--- config.mk ---
export PLATFORM = sky130hd
export DESIGN_NAME = sbc_mode_fsm
export DESIGN_NICKNAME = d
export VERILOG_FILES = /design/src/hw/sbc_mode_pkg.sv /design/src/hw/sbc_int_if.sv /design/src/hw/int_shaper.sv /design/src/hw/sbc_mode_fsm.sv
export SDC_FILE = /design/constraint.sdc
export NUM_CORES = 1
export LEC_CHECK = 0
export BUFFER_PORTS_ARGS = -buffer_cell sky130_fd_sc_hd__buf_2
export CORE_ASPECT_RATIO = 0.75
export CORE_UTILIZATION = 40
export CTS_BUF_LIST = sky130_fd_sc_hd__clkbuf_8 sky130_fd_sc_hd__clkbuf_16
export CTS_CLUSTER_DIAMETER = 120
export DETAILED_ROUTE_END_ITERATION = 7
export HOLD_SLACK_MARGIN = 0.06
export PLACE_DENSITY = 0.58
export REMOVE_ABC_BUFFERS = 1
export SYNTH_ARGS = -nofsm -noshare
export SYNTH_HDL_FRONTEND = slang
export SYNTH_SLANG_ARGS = --single-unit
--- constraint.sdc ---
create_clock -name core_clk_i -period 5.2 [get_ports core_clk_i]
set_input_delay 1.04 -clock core_clk_i [delete_from_list [all_inputs] [get_ports core_clk_i]]
set_output_delay 1.04 -clock core_clk_i [all_outputs]
set_load 0.05 [all_outputs]
--- src/hw/sbc_mode_pkg.sv ---
/*
  Shared constants, state codes and helpers for the operating-mode controller.
  Assumes a single 25 MHz core clock; all durations are counted in milliseconds.
*/
package sbc_mode_pkg;
  localparam int unsigned CLK_HZ = 25_000_000;
  localparam int unsigned MS_PER_S = 1000;
  localparam int unsigned MS_TICK_CYC = CLK_HZ / MS_PER_S;
  localparam int unsigned POR_MS = 1;
  localparam int unsigned RST_MS = 1;
  localparam int unsigned RST_LONG_MS = 8;
  localparam int unsigned INIT_TIMEOUT_MS = 256;
  localparam int unsigned NREQ_TIMEOUT_MS = 256;
  localparam int unsigned WD_PERIOD_MS = 64;
  localparam int unsigned FLASH_PERIOD_S = 32;
  localparam int unsigned FLASH_PERIOD_MS = FLASH_PERIOD_S * MS_PER_S;
  localparam int MS_W = 16;
  localparam int NUM_INIT_REGS = 4;
  localparam int INIT_REG_W = 8;
  localparam logic [INIT_REG_W-1:0] INIT_REG_RST = 8'h00;
  localparam int NUM_WAKE = 4;
  localparam int NUM_INT = 2;
  localparam int INT_FLASH_HALF = 0;
  localparam int INT_LP_WAKE = 1;
  localparam int PULSE_W = 3;

  typedef enum logic [2:0] {
    ST_POR = 3'h0,
    ST_INIT = 3'h1,
    ST_RESET = 3'h2,
    ST_NREQ = 3'h3,
    ST_NORMAL = 3'h4,
    ST_FLASH = 3'h5,
    ST_LP_ON = 3'h6,
    ST_LP_OFF = 3'h7
  } mode_t;

  typedef enum logic [1:0] {
    SEC_NONE = 2'h0,
    SEC_RESET = 2'h1,
    SEC_INIT = 2'h2,
    SEC_FLASH = 2'h3
  } sec_tgt_t;

  function automatic logic [MS_W-1:0] ms_c(input int unsigned v);
    return MS_W'(v);
  endfunction : ms_c
endpackage : sbc_mode_pkg

--- src/hw/sbc_int_if.sv ---
/*
  Carrier between the mode controller and the interrupt output shaper.
  Assumes both ends share core_clk_i.
*/
`timescale 1ns/1ps
interface sbc_int_if;
  logic tick;
  logic evt;
  logic level_mode;
  logic clr;
  logic [sbc_mode_pkg::PULSE_W-1:0] pulse_sel;
  logic int_n;
  modport ctrl (output tick, output evt, output level_mode, output clr, output pulse_sel, input int_n);
  modport shaper (input tick, input evt, input level_mode, input clr, input pulse_sel, output int_n);
endinterface : sbc_int_if

--- src/hw/int_shaper.sv ---
/*
  Active-low interrupt output: held low level or timed low pulse.
  Assumes evt and clr are one-cycle pulses and tick is the millisecond enable.
*/
`timescale 1ns/1ps
module int_shaper (
  // clock and reset
  input wire logic core_clk_i,
  input wire logic rst_i,
  // control side
  sbc_int_if.shaper bus
);
  localparam int CNT_W = sbc_mode_pkg::PULSE_W + 1;

  logic pend;
  logic [CNT_W-1:0] cnt;

  // held level: a new event wins over a clear in the same cycle
  always_ff @(posedge core_clk_i or posedge rst_i)
  begin
    if (rst_i)
      pend <= 1'b0;
    else if (bus.evt && bus.level_mode)
      pend <= 1'b1;
    else if (bus.clr || !bus.level_mode)
      pend <= 1'b0;
  end

  // pulse of pulse_sel+1 ms
  always_ff @(posedge core_clk_i or posedge rst_i)
  begin
    if (rst_i)
      cnt <= '0;
    else if (bus.evt && !bus.level_mode)
      cnt <= CNT_W'(bus.pulse_sel) + 1'b1;
    else if (bus.tick && cnt != '0)
      cnt <= cnt - 1'b1;
  end

  always_ff @(posedge core_clk_i or posedge rst_i)
  begin
    if (rst_i)
      bus.int_n <= 1'b1;
    else
      bus.int_n <= bus.level_mode ? !pend : (cnt == '0);
  end
endmodule : int_shaper

--- src/hw/sbc_mode_fsm.sv ---
/*
  Operating-mode controller: power-on reset, init window, reset, normal request,
  normal, flash, debug and the two sleep modes; drives reset and interrupt lines.
  Assumes an spi decoder on core_clk_i delivering commands as one-cycle pulses
  and configuration as levels; pins are asynchronous and synchronised here.
*/
`timescale 1ns/1ps
module sbc_mode_fsm #(
  parameter int unsigned MS_TICK_CYC = sbc_mode_pkg::MS_TICK_CYC,
  parameter int unsigned WD_PERIOD_MS = sbc_mode_pkg::WD_PERIOD_MS,
  parameter int unsigned RST_LONG_MS = sbc_mode_pkg::RST_LONG_MS
) (
  // clock and reset
  input wire logic core_clk_i,
  input wire logic rst_i,
  // asynchronous pins
  input wire logic debug_select_pin_i,
  input wire logic vdd_low_i,
  input wire logic [sbc_mode_pkg::NUM_WAKE-1:0] wake_evt_i,
  // spi command pulses
  input wire logic wd_refresh_i,
  input wire logic wd_bad_i,
  input wire logic secure_cmd_i,
  input wire logic secure_ok_i,
  input wire logic [1:0] secure_tgt_i,
  input wire logic flash_exit_i,
  input wire logic lp_req_i,
  input wire logic lp_on_wake_i,
  input wire logic debug_exit_i,
  input wire logic init_wr_i,
  input wire logic [$clog2(sbc_mode_pkg::NUM_INIT_REGS)-1:0] init_sel_i,
  input wire logic [sbc_mode_pkg::INIT_REG_W-1:0] init_wdata_i,
  input wire logic power_loss_clr_i,
  input wire logic wake_src_clr_i,
  input wire logic int_clr_i,
  // spi configuration levels
  input wire logic lp_supply_on_i,
  input wire logic wake_flags_set_i,
  input wire logic rst_long_sel_i,
  input wire logic [7:0] nreq_lp_ms_i,
  input wire logic int_level_mode_i,
  input wire logic [sbc_mode_pkg::PULSE_W-1:0] int_pulse_sel_i,
  input wire logic [sbc_mode_pkg::NUM_INT-1:0] int_en_i,
  input wire logic pass_req_i,
  input wire logic can_supply_req_i,
  // host lines
  output logic rst_n_o,
  output logic int_n_o,
  // status
  output logic [2:0] mode_o,
  output logic power_loss_o,
  output logic debug_active_o,
  output logic lp_refused_o,
  output logic [sbc_mode_pkg::NUM_WAKE-1:0] wake_src_o,
  output logic [sbc_mode_pkg::NUM_INIT_REGS*sbc_mode_pkg::INIT_REG_W-1:0] init_cfg_o,
  // supply and function enables
  output logic pass_en_o,
  output logic periph_en_o,
  output logic can_supply_en_o,
  output logic vdd_en_o
);
  localparam int MS_W = sbc_mode_pkg::MS_W;
  localparam int SYNC_W = sbc_mode_pkg::NUM_WAKE + 2;
  localparam int TICK_W = $clog2(MS_TICK_CYC + 1);
  sbc_mode_pkg::mode_t state, next_state;
  logic [SYNC_W-1:0] sync1, sync2;
  logic dbg_s, vdd_low_s;
  logic [sbc_mode_pkg::NUM_WAKE-1:0] wake_s;
  logic [TICK_W-1:0] div_cnt;
  logic ms_tick;
  logic [MS_W-1:0] ms_cnt, rst_limit, nreq_limit;
  logic rst_long, nreq_from_lp;
  logic wd_early, wd_expired, wd_fail, wd_trip;
  logic sec_ok, lp_ok, dbg_leave, ms_clear;
  logic [sbc_mode_pkg::NUM_INT-1:0] int_evt;
  sbc_int_if ib ();
  // pins pass two flip-flops
  always_ff @(posedge core_clk_i or posedge rst_i)
  begin
    if (rst_i)
      {sync2, sync1} <= {(2 * SYNC_W){1'b0}};
    else
      {sync2, sync1} <= {sync1, wake_evt_i, vdd_low_i, debug_select_pin_i};
  end
  assign dbg_s = sync2[0];
  assign vdd_low_s = sync2[1];
  assign wake_s = sync2[SYNC_W-1:2];
  // millisecond enable, restarted with the ms counter so a timed state lasts its full count
  always_ff @(posedge core_clk_i or posedge rst_i)
  begin
    if (rst_i)
    begin
      div_cnt <= '0;
      ms_tick <= 1'b0;
    end
    else if (ms_clear || div_cnt == TICK_W'(MS_TICK_CYC - 1))
    begin
      div_cnt <= '0;
      ms_tick <= !ms_clear;
    end
    else
    begin
      div_cnt <= div_cnt + 1'b1;
      ms_tick <= 1'b0;
    end
  end
  always_comb
  begin
    wd_early = (state == sbc_mode_pkg::ST_NORMAL) && (ms_cnt < sbc_mode_pkg::ms_c(WD_PERIOD_MS / 2));
    if (state == sbc_mode_pkg::ST_FLASH)
      wd_expired = ms_cnt >= sbc_mode_pkg::ms_c(sbc_mode_pkg::FLASH_PERIOD_MS);
    else
      wd_expired = ms_cnt >= sbc_mode_pkg::ms_c(WD_PERIOD_MS);
    wd_fail = wd_bad_i || wd_expired || (wd_refresh_i && wd_early);
    wd_trip = wd_fail && !debug_active_o;
    sec_ok = secure_cmd_i && secure_ok_i;
    lp_ok = lp_req_i && !wake_flags_set_i;
    dbg_leave = debug_active_o && (!dbg_s || debug_exit_i);
    rst_limit = rst_long ? sbc_mode_pkg::ms_c(RST_LONG_MS) : sbc_mode_pkg::ms_c(sbc_mode_pkg::RST_MS);
    nreq_limit = nreq_from_lp ? MS_W'(nreq_lp_ms_i) : sbc_mode_pkg::ms_c(sbc_mode_pkg::NREQ_TIMEOUT_MS);
  end
  always_comb
  begin
    next_state = state;
    case (state)
      sbc_mode_pkg::ST_POR:
        if (ms_cnt >= sbc_mode_pkg::ms_c(sbc_mode_pkg::POR_MS))
          next_state = sbc_mode_pkg::ST_INIT;
      sbc_mode_pkg::ST_INIT:
        if (wd_refresh_i)
          next_state = sbc_mode_pkg::ST_NORMAL;
        else if (!debug_active_o && ms_cnt >= sbc_mode_pkg::ms_c(sbc_mode_pkg::INIT_TIMEOUT_MS))
          next_state = sbc_mode_pkg::ST_POR;
      sbc_mode_pkg::ST_RESET:
        if (ms_cnt >= rst_limit)
          next_state = sbc_mode_pkg::ST_NREQ;
      sbc_mode_pkg::ST_NREQ:
        if (vdd_low_s)
          next_state = sbc_mode_pkg::ST_RESET;
        else if (wd_refresh_i)
          next_state = sbc_mode_pkg::ST_NORMAL;
        else if (!debug_active_o && ms_cnt >= nreq_limit)
          next_state = sbc_mode_pkg::ST_RESET;
      sbc_mode_pkg::ST_NORMAL:
        if (vdd_low_s || wd_trip)
          next_state = sbc_mode_pkg::ST_RESET;
        else if (sec_ok && secure_tgt_i == sbc_mode_pkg::SEC_RESET)
          next_state = sbc_mode_pkg::ST_RESET;
        else if (sec_ok && secure_tgt_i == sbc_mode_pkg::SEC_INIT)
          next_state = sbc_mode_pkg::ST_INIT;
        else if (sec_ok && secure_tgt_i == sbc_mode_pkg::SEC_FLASH)
          next_state = sbc_mode_pkg::ST_FLASH;
        else if (lp_ok)
          next_state = lp_supply_on_i ? sbc_mode_pkg::ST_LP_ON : sbc_mode_pkg::ST_LP_OFF;
      sbc_mode_pkg::ST_FLASH:
        if (vdd_low_s || wd_trip || flash_exit_i)
          next_state = sbc_mode_pkg::ST_RESET;
      sbc_mode_pkg::ST_LP_ON:
        if (vdd_low_s)
          next_state = sbc_mode_pkg::ST_RESET;
        else if (lp_on_wake_i)
          next_state = sbc_mode_pkg::ST_NREQ;
      sbc_mode_pkg::ST_LP_OFF:
        if (|wake_s)
          next_state = sbc_mode_pkg::ST_RESET;
      default:
        next_state = sbc_mode_pkg::ST_POR;
    endcase
  end
  // a refresh or a fault in normal or flash restarts the period
  assign ms_clear = (next_state != state) || dbg_leave ||
    ((state == sbc_mode_pkg::ST_NORMAL || state == sbc_mode_pkg::ST_FLASH) && (wd_refresh_i || wd_fail));
  always_ff @(posedge core_clk_i or posedge rst_i)
  begin
    if (rst_i)
      state <= sbc_mode_pkg::ST_POR;
    else
      state <= next_state;
  end
  always_ff @(posedge core_clk_i or posedge rst_i)
  begin
    if (rst_i)
      ms_cnt <= '0;
    else if (ms_clear)
      ms_cnt <= '0;
    else if (ms_tick && ms_cnt != '1)
      ms_cnt <= ms_cnt + 1'b1;
  end
  // reset length is chosen on entry
  always_ff @(posedge core_clk_i or posedge rst_i)
  begin
    if (rst_i)
    begin
      rst_long <= 1'b0;
      nreq_from_lp <= 1'b0;
    end
    else
    begin
      if (next_state == sbc_mode_pkg::ST_RESET && state != sbc_mode_pkg::ST_RESET)
        rst_long <= vdd_low_s && rst_long_sel_i && state != sbc_mode_pkg::ST_LP_OFF;
      if (next_state == sbc_mode_pkg::ST_NREQ && state != sbc_mode_pkg::ST_NREQ)
        nreq_from_lp <= state == sbc_mode_pkg::ST_LP_ON;
    end
  end
  always_ff @(posedge core_clk_i or posedge rst_i)
  begin
    if (rst_i)
      debug_active_o <= 1'b0;
    else if (state == sbc_mode_pkg::ST_POR)
      debug_active_o <= (next_state == sbc_mode_pkg::ST_INIT) && dbg_s;
    else if (dbg_leave)
      debug_active_o <= 1'b0;
  end
  always_ff @(posedge core_clk_i or posedge rst_i)
  begin
    if (rst_i)
      power_loss_o <= 1'b1;
    else if (state == sbc_mode_pkg::ST_POR)
      power_loss_o <= 1'b1;
    else if (power_loss_clr_i)
      power_loss_o <= 1'b0;
  end
  always_ff @(posedge core_clk_i or posedge rst_i)
  begin
    if (rst_i)
      init_cfg_o <= {sbc_mode_pkg::NUM_INIT_REGS{sbc_mode_pkg::INIT_REG_RST}};
    else if (state == sbc_mode_pkg::ST_POR)
      init_cfg_o <= {sbc_mode_pkg::NUM_INIT_REGS{sbc_mode_pkg::INIT_REG_RST}};
    else if (state == sbc_mode_pkg::ST_INIT && init_wr_i)
      init_cfg_o[init_sel_i*sbc_mode_pkg::INIT_REG_W +: sbc_mode_pkg::INIT_REG_W] <= init_wdata_i;
  end
  always_ff @(posedge core_clk_i or posedge rst_i)
  begin
    if (rst_i)
      wake_src_o <= '0;
    else if (state == sbc_mode_pkg::ST_POR)
      wake_src_o <= '0;
    else if (state == sbc_mode_pkg::ST_LP_OFF && |wake_s)
      wake_src_o <= wake_src_o | wake_s;
    else if (wake_src_clr_i)
      wake_src_o <= '0;
  end
  always_ff @(posedge core_clk_i or posedge rst_i)
  begin
    if (rst_i)
      lp_refused_o <= 1'b0;
    else
      lp_refused_o <= state == sbc_mode_pkg::ST_NORMAL && lp_req_i && wake_flags_set_i;
  end
  // outputs follow the next state so they change with it, except can_supply_en_o, which follows periph_en_o, or debug_active_o in init, one cycle later
  always_ff @(posedge core_clk_i or posedge rst_i)
  begin
    if (rst_i)
    begin
      rst_n_o <= 1'b0;
      mode_o <= sbc_mode_pkg::ST_POR;
      pass_en_o <= 1'b0;
      periph_en_o <= 1'b0;
      can_supply_en_o <= 1'b0;
      vdd_en_o <= 1'b1;
    end
    else
    begin
      rst_n_o <= !(next_state == sbc_mode_pkg::ST_POR || next_state == sbc_mode_pkg::ST_RESET);
      mode_o <= next_state;
      pass_en_o <= pass_req_i &&
        (next_state == sbc_mode_pkg::ST_NORMAL || next_state == sbc_mode_pkg::ST_FLASH);
      periph_en_o <= next_state == sbc_mode_pkg::ST_NORMAL || next_state == sbc_mode_pkg::ST_FLASH ||
        next_state == sbc_mode_pkg::ST_NREQ;
      if (next_state == sbc_mode_pkg::ST_INIT)
        can_supply_en_o <= debug_active_o;
      else
        can_supply_en_o <= periph_en_o && (can_supply_req_i || debug_active_o);
      vdd_en_o <= next_state != sbc_mode_pkg::ST_LP_OFF;
    end
  end
  // interrupt sources: flash half period, wake from sleep with supply on
  always_comb
  begin
    int_evt = '0;
    int_evt[sbc_mode_pkg::INT_FLASH_HALF] = state == sbc_mode_pkg::ST_FLASH && ms_tick && !ms_clear &&
      ms_cnt == sbc_mode_pkg::ms_c(sbc_mode_pkg::FLASH_PERIOD_MS / 2 - 1);
    int_evt[sbc_mode_pkg::INT_LP_WAKE] = state == sbc_mode_pkg::ST_LP_ON && lp_on_wake_i;
  end
  assign ib.tick = ms_tick;
  assign ib.evt = |(int_evt & int_en_i);
  assign ib.level_mode = int_level_mode_i;
  assign ib.clr = int_clr_i;
  assign ib.pulse_sel = int_pulse_sel_i;
  assign int_n_o = ib.int_n;
  int_shaper int_shaper_inst (
    .core_clk_i(core_clk_i),
    .rst_i(rst_i),
    .bus(ib.shaper)
  );
endmodule : sbc_mode_fsm

==> results of run 1 <==
==> power breakdown <==
group	internal, W	total, W	switching, W
Combinational	0.000264	0.000912	0.000648
Clock	0.000342	0.000671	0.000329
Sequential	0.000857	0.000953	0.0000960
Total	0.00146	0.00254	0.00107
==> final cells by class <==
cell class | instances | area (um2)
repair buffers | 101 | 513
clock buffers | 9 | 225
fillers | 1172 | 6310
clock inverters | 7 | 83.8
multi-input cells | 370 | 2410
inverters | 17 | 66.3
flip-flops and latches | 99 | 2480
well taps | 166 | 208
==> worst min path at each step <==
stage | from | endpoint | slack, ns | cells after the start
final | sync1[4] | sync2[4] | 0.35 | 0
after global placement | sync1[0] | sync2[0] | 0.33 | 0
after CTS | sync1[4] | sync2[4] | 0.36 | 0
after detailed placement | sync1[4] | sync2[4] | 0.34 | 0
after floorplan | sync1[0] | sync2[0] | 0.33 | 0
after global routing | sync1[0] | sync2[0] | 0.37 | 0
==> critical path, stage by stage <==
cell and delay, ns:
buf_2 0.09, and2_1 0.14, ha_1 0.25, nand2b_1 0.13, a2111oi_0 0.42, a2bb2oi_1 0.26, a211oi_2 0.11, a41o_2 0.27
a31oi_1 0.18, or3_1 0.63, buf_4 0.30, nor2_1 0.07
==> state kept, by name, indices dropped and copies added, names as in the netlist, 3 cells and up <==
name and count:
mode_o 3, wake_src_o 4, init_cfg_o 32, sync2 6
int_shaper_inst.cnt 4, div_cnt 15, ms_cnt 16, sync1 6
==> Yosys cell counts (all sizes together), types with 5 or more instances <==
| library cell | number | area, um2 |
|---|---|---|
| ha | 21 | 263 |
| a22o | 22 | 193 |
| nor2b | 5 | 31.3 |
| and4 | 5 | 43.8 |
| or3 | 5 | 31.3 |
| nor2 | 58 | 255 |
| nand3 | 20 | 100 |
| xnor2 | 11 | 96.3 |
| a31oi | 7 | 43.8 |
| nand2b | 7 | 43.8 |
| a21o | 6 | 45.0 |
| mux2i | 6 | 60.1 |
| dfrtp | 96 | 2400 |
| nor3 | 13 | 70.1 |
| xor2 | 19 | 166 |
| and2 | 5 | 31.3 |
| buf | 6 | 63.8 |
| nor4 | 6 | 43.8 |
| and3 | 9 | 56.3 |
| a21oi | 18 | 90.1 |
| nand4 | 9 | 56.3 |
| o21ai | 16 | 80.1 |
| clkbuf | 8 | 30.0 |
| nand2 | 59 | 221 |
| inv | 17 | 63.8 |
==> kinds of logic after synthesis <==
logic type               count (synthesis)  synth area share (%)
flip-flops                              99                  49.2
AND/OR/NAND/NOR                        219                  22.6
XOR/XNOR                                30                  5.21
multiplexers                             7                  1.41
AO/OA/AOI/OAI                           93                  13.3
buffers and inverters                   31                  3.12
adder cells (fa/ha/maj)                 21                  5.21
==> metrics by stage <==
stage               power (W)  hold slack [ns]  std cells
finish                0.00254            0.353        769
global route          0.00269            0.370        769
CTS                   0.00256            0.356        769
detailed placement    0.00188            0.337        753
global placement      0.00186            0.332        753
floorplan             0.00159            0.331        486
==> per-layer routing <==
layer	up-vias	part of all wire, %	global-route usage (%)
met2	133	42	27.5
met3	27	5.1	4.33
met4	0	2.4	7.60
met5	-	0	0
li1	1986	-	-
met1	1980	50	29.3
==> impl_metrics.json, run 1 <==
{
  "status": "finished clean",
  "via_per_inst": 5.37,
  "wl_mm": 12.1,
  "synth_area_per_cell_um2": 10.1,
  "grt_pass1_wl_mm": 20.4,
  "cts_max_path_buffers": 2,
  "antenna_found_initial": 0,
  "synth_ff_type": "dfrtp_1",
  "h-tree-depth": 3,
  "layout_commonest_cell": "buf_2",
  "floorplan.initialDensity_pct": 41.0,
  "cp-startpoint": "nreq_lp_ms_i[0]",
  "peakVddDrop_mv": 0.192,
  "reg2reg_depth": 11,
  "cts_buffers": 9,
  "cts_tree": "done",
  "die_area_mm2": 0.0131,
  "antenna_cells": 0,
  "num_rows": 35,
  "die_h_um": 99.3,
  "setup_violations": 0,
  "ctsHoldBuffers": 0,
  "period_share_pct": 70.9,
  "place.gp.congestion": 0.935,
  "wl_per_cell_um": 15.8,
  "synth-seq-area-share_pct": 49.2,
  "syn-cell-area_mm2": 0.00505,
  "async_reset_ff_share_pct": 100,
  "mostFrequentLayoutCells": "98 x buf_2, 96 x dfrtp_1, 59 x nand2_1",
  "cp.arrival_ns": 3.92,
  "setup.worst_path.class": "input pin to register",
  "yosysUniqueCellTypes": 63,
  "die-width_um": 132,
  "drt-initial-drc-count": 272,
  "grt_start_max_net_pins": 52,
  "overflow": 0,
  "ys_ff_latch": 99,
  "max_freq_mhz": 271,
  "relSlewSlack_pct": 25.1,
  "rr_startpoint": "ms_cnt[0]",
  "max_cap_violations": 0,
  "area_growth_pct": 18.7,
  "holdCritPathClass": "register to register",
  "cts-resized-gates": 0,
  "final_cell_area_mm2": 0.00599,
  "place_ws_ns": 1.11,
  "core-area_mm2": 0.0123,
  "drive_gt1_share_pct": 24.2,
  "placed_cell_area_mm2": 0.00568,
  "hold_viol": 0,
  "clk_latency_ns": 0.34,
  "worst-slew-pin-transition_ns": 1.12,
  "nets": 670,
  "syn_inst": 500,
  "antenna_left": 0,
  "drc": 0,
  "io_pins": 99,
  "powerDensity_mw_per_mm2": 423,
  "p_leak_nw": 2.82,
  "r2r-end": "div_cnt[12]",
  "worstSetupStartpointType": "input pin",
  "cp.required_ns": 5.43,
  "grt_util_all_layers_pct": 19.6,
  "reg2reg_slack_ns": 1.68,
  "layout_setup_ws_ns": 1.52,
  "rsz0062_at_grt": "false",
  "path_clk_slew_ns": 0.08,
  "fin_crit_ns": 3.68,
  "timing.final.max_slew_violations": 0,
  "crit_path_end": "div_cnt[12]",
  "io_buffers": 98,
  "dp_hpwl_mm": 9.13,
  "final.setup_skew_ns": 0.00863,
  "ys_warn_count": 0,
  "root_buffer": "clkbuf_16",
  "finish.utilization_pct": 48.7,
  "drt_pass1_iterations": 5,
  "tns_ns": 0,
  "cts.sinks": 99,
  "first_global_vias": 4052,
  "worstPathMaxFanout": 14,
  "end_kind": "register",
  "vias": 4126,
  "cts_setup_buffers": 0,
  "synth_edf_count": 0
}
Note: power is estimated with default switching activity, not from simulation.
==> run 2: changes to the inputs <==
clock period = 3.4 ns   (was 5.2 ns; I/O delays follow)
==> impl_metrics.json, run 2 (synthesis results as in run 1) <==
{
  "status": "finished clean",
  "core-area_mm2": 0.0123,
  "setup_violations": 0,
  "placed_cell_area_mm2": 0.00578,
  "ctsHoldBuffers": 0,
  "rsz0062_at_grt": "false",
  "drc": 0,
  "worstPathMaxFanout": 32,
  "io_buffers": 98,
  "final_cell_area_mm2": 0.00611,
  "mostFrequentLayoutCells": "98 x buf_2, 96 x dfrtp_1, 59 x nand2_1",
  "die-width_um": 132,
  "holdWs_ns": 0.352,
  "holdCritPathClass": "register to register",
  "antenna_found_initial": 0,
  "top_regs": "init_cfg_o (32), ms_cnt (16), div_cnt (15)",
  "final.setup_skew_ns": 0.0118,
  "worstSetupStartpointType": "register",
  "cts_tree": "done",
  "layout_commonest_cell": "buf_2",
  "io_pins": 99,
  "setup.worst_path.class": "register to register",
  "antenna_left": 0,
  "hold_viol": 0,
  "max_cap_violations": 0,
  "grt_pass1_wl_mm": 20.3,
  "antenna_cells": 0,
  "max_freq_mhz": 316,
  "num_rows": 35,
  "nets": 681,
  "grt_util_all_layers_pct": 19.6,
  "dp_hpwl_mm": 9.03,
  "wl_per_cell_um": 15.6,
  "cts_buffers": 9,
  "period_share_pct": 93.0,
  "area_growth_pct": 21.1,
  "top_register": "init_cfg_o",
  "layout_setup_ws_ns": 0.237,
  "power_w": 0.00405,
  "end_kind": "register",
  "h-tree-depth": 3,
  "wl_mm": 12.1,
  "tns_ns": 0,
  "die_area_mm2": 0.0131,
  "clk_latency_ns": 0.34,
  "relSlewSlack_pct": 44.0,
  "cts.sinks": 99,
  "cp.required_ns": 3.67,
  "first_global_vias": 3954,
  "via_per_inst": 5.26,
  "cts_max_path_buffers": 2,
  "peakVddDrop_mv": 0.391,
  "overflow": 0,
  "vias": 4106,
  "floorplan.initialDensity_pct": 41.0,
  "fin_crit_ns": 3.16,
  "powerDensity_mw_per_mm2": 663,
  "grt_start_max_net_pins": 56,
  "cts-resized-gates": 0,
  "cts_setup_buffers": 0,
  "root_buffer": "clkbuf_16",
  "timing.final.max_slew_violations": 0,
  "drive_gt1_share_pct": 25.4,
  "largest_register_ffs": 32,
  "path_clk_slew_ns": 0.08,
  "drt_pass1_iterations": 5,
  "cp.arrival_ns": 3.43,
  "place_ws_ns": 0.173,
  "drt-initial-drc-count": 339,
  "die_h_um": 99.3,
  "place.gp.congestion": 0.877,
  "p_leak_nw": 2.90,
  "worst-slew-pin-transition_ns": 0.833
}
-- run 2: power breakdown --
part | internal (W) | leakage (nW) | switching, W | total, W
logic | 0.000492 | 1.43 | 0.00106 | 0.00155
clock network | 0.000598 | 0.160 | 0.000502 | 0.00110
registers | 0.00131 | 1.32 | 0.0000901 | 0.00140
total | 0.00240 | 2.90 | 0.00165 | 0.00405
-- run 2: final cells by class --
type | instances | area, um2
clock inverters | 7 | 103
inverters | 17 | 66.3
flip-flops and latches | 99 | 2480
repair buffers | 112 | 621
well taps | 166 | 208
fillers | 1170 | 6190
clock buffers | 9 | 225
multi-input cells | 370 | 2410
-- run 2: path summary, 6_finish.rpt --
path / start / to / slack [ns] / depth (start not counted)
setup / recovery: ms_cnt[0] / div_cnt[0] / 0.24 / 11
hold / removal: sync1[3] / sync2[3] / 0.35 / 0
setup reg to reg: ms_cnt[0] / div_cnt[0] / 0.24 / 11
hold reg to reg: sync1[3] / sync2[3] / 0.35 / 0
max in group asynchronous: rst_i / vdd_en_o / 2.20 / 3
min in group asynchronous: rst_i / sync1[4] / 0.45 / 2
-- run 2: through the flow --
step | instances | utilization, %
3_5_place_dp | 764 | 47.0
3_3_place_gp | 764 | 47.0
5_1_grt | 780 | 49.7
6_report | 780 | 49.7
4_1_cts | 780 | 49.7
2_1_floorplan | 486 | -
-- run 2: worst max-delay path, cell delays in order, from the launching register on --
cell       delay, ns
dfrtp_1         0.41
inv_1           0.17
ha_1            0.26
or4b_1          0.48
a2111oi_2       0.37
a31oi_1         0.14
a211oi_2        0.23
a41o_2          0.16
a31oi_1         0.08
or3_1           0.42
buf_12          0.19
nor3b_2         0.16
-- run 2: metal layers --
layer	routed length [um]	track usage [%]	vias up
met5	0	0	-
met4	122	4.83	0
met3	676	3.92	13
met2	5170	28.2	124
met1	6180	29.9	1972
li1	-	-	1997
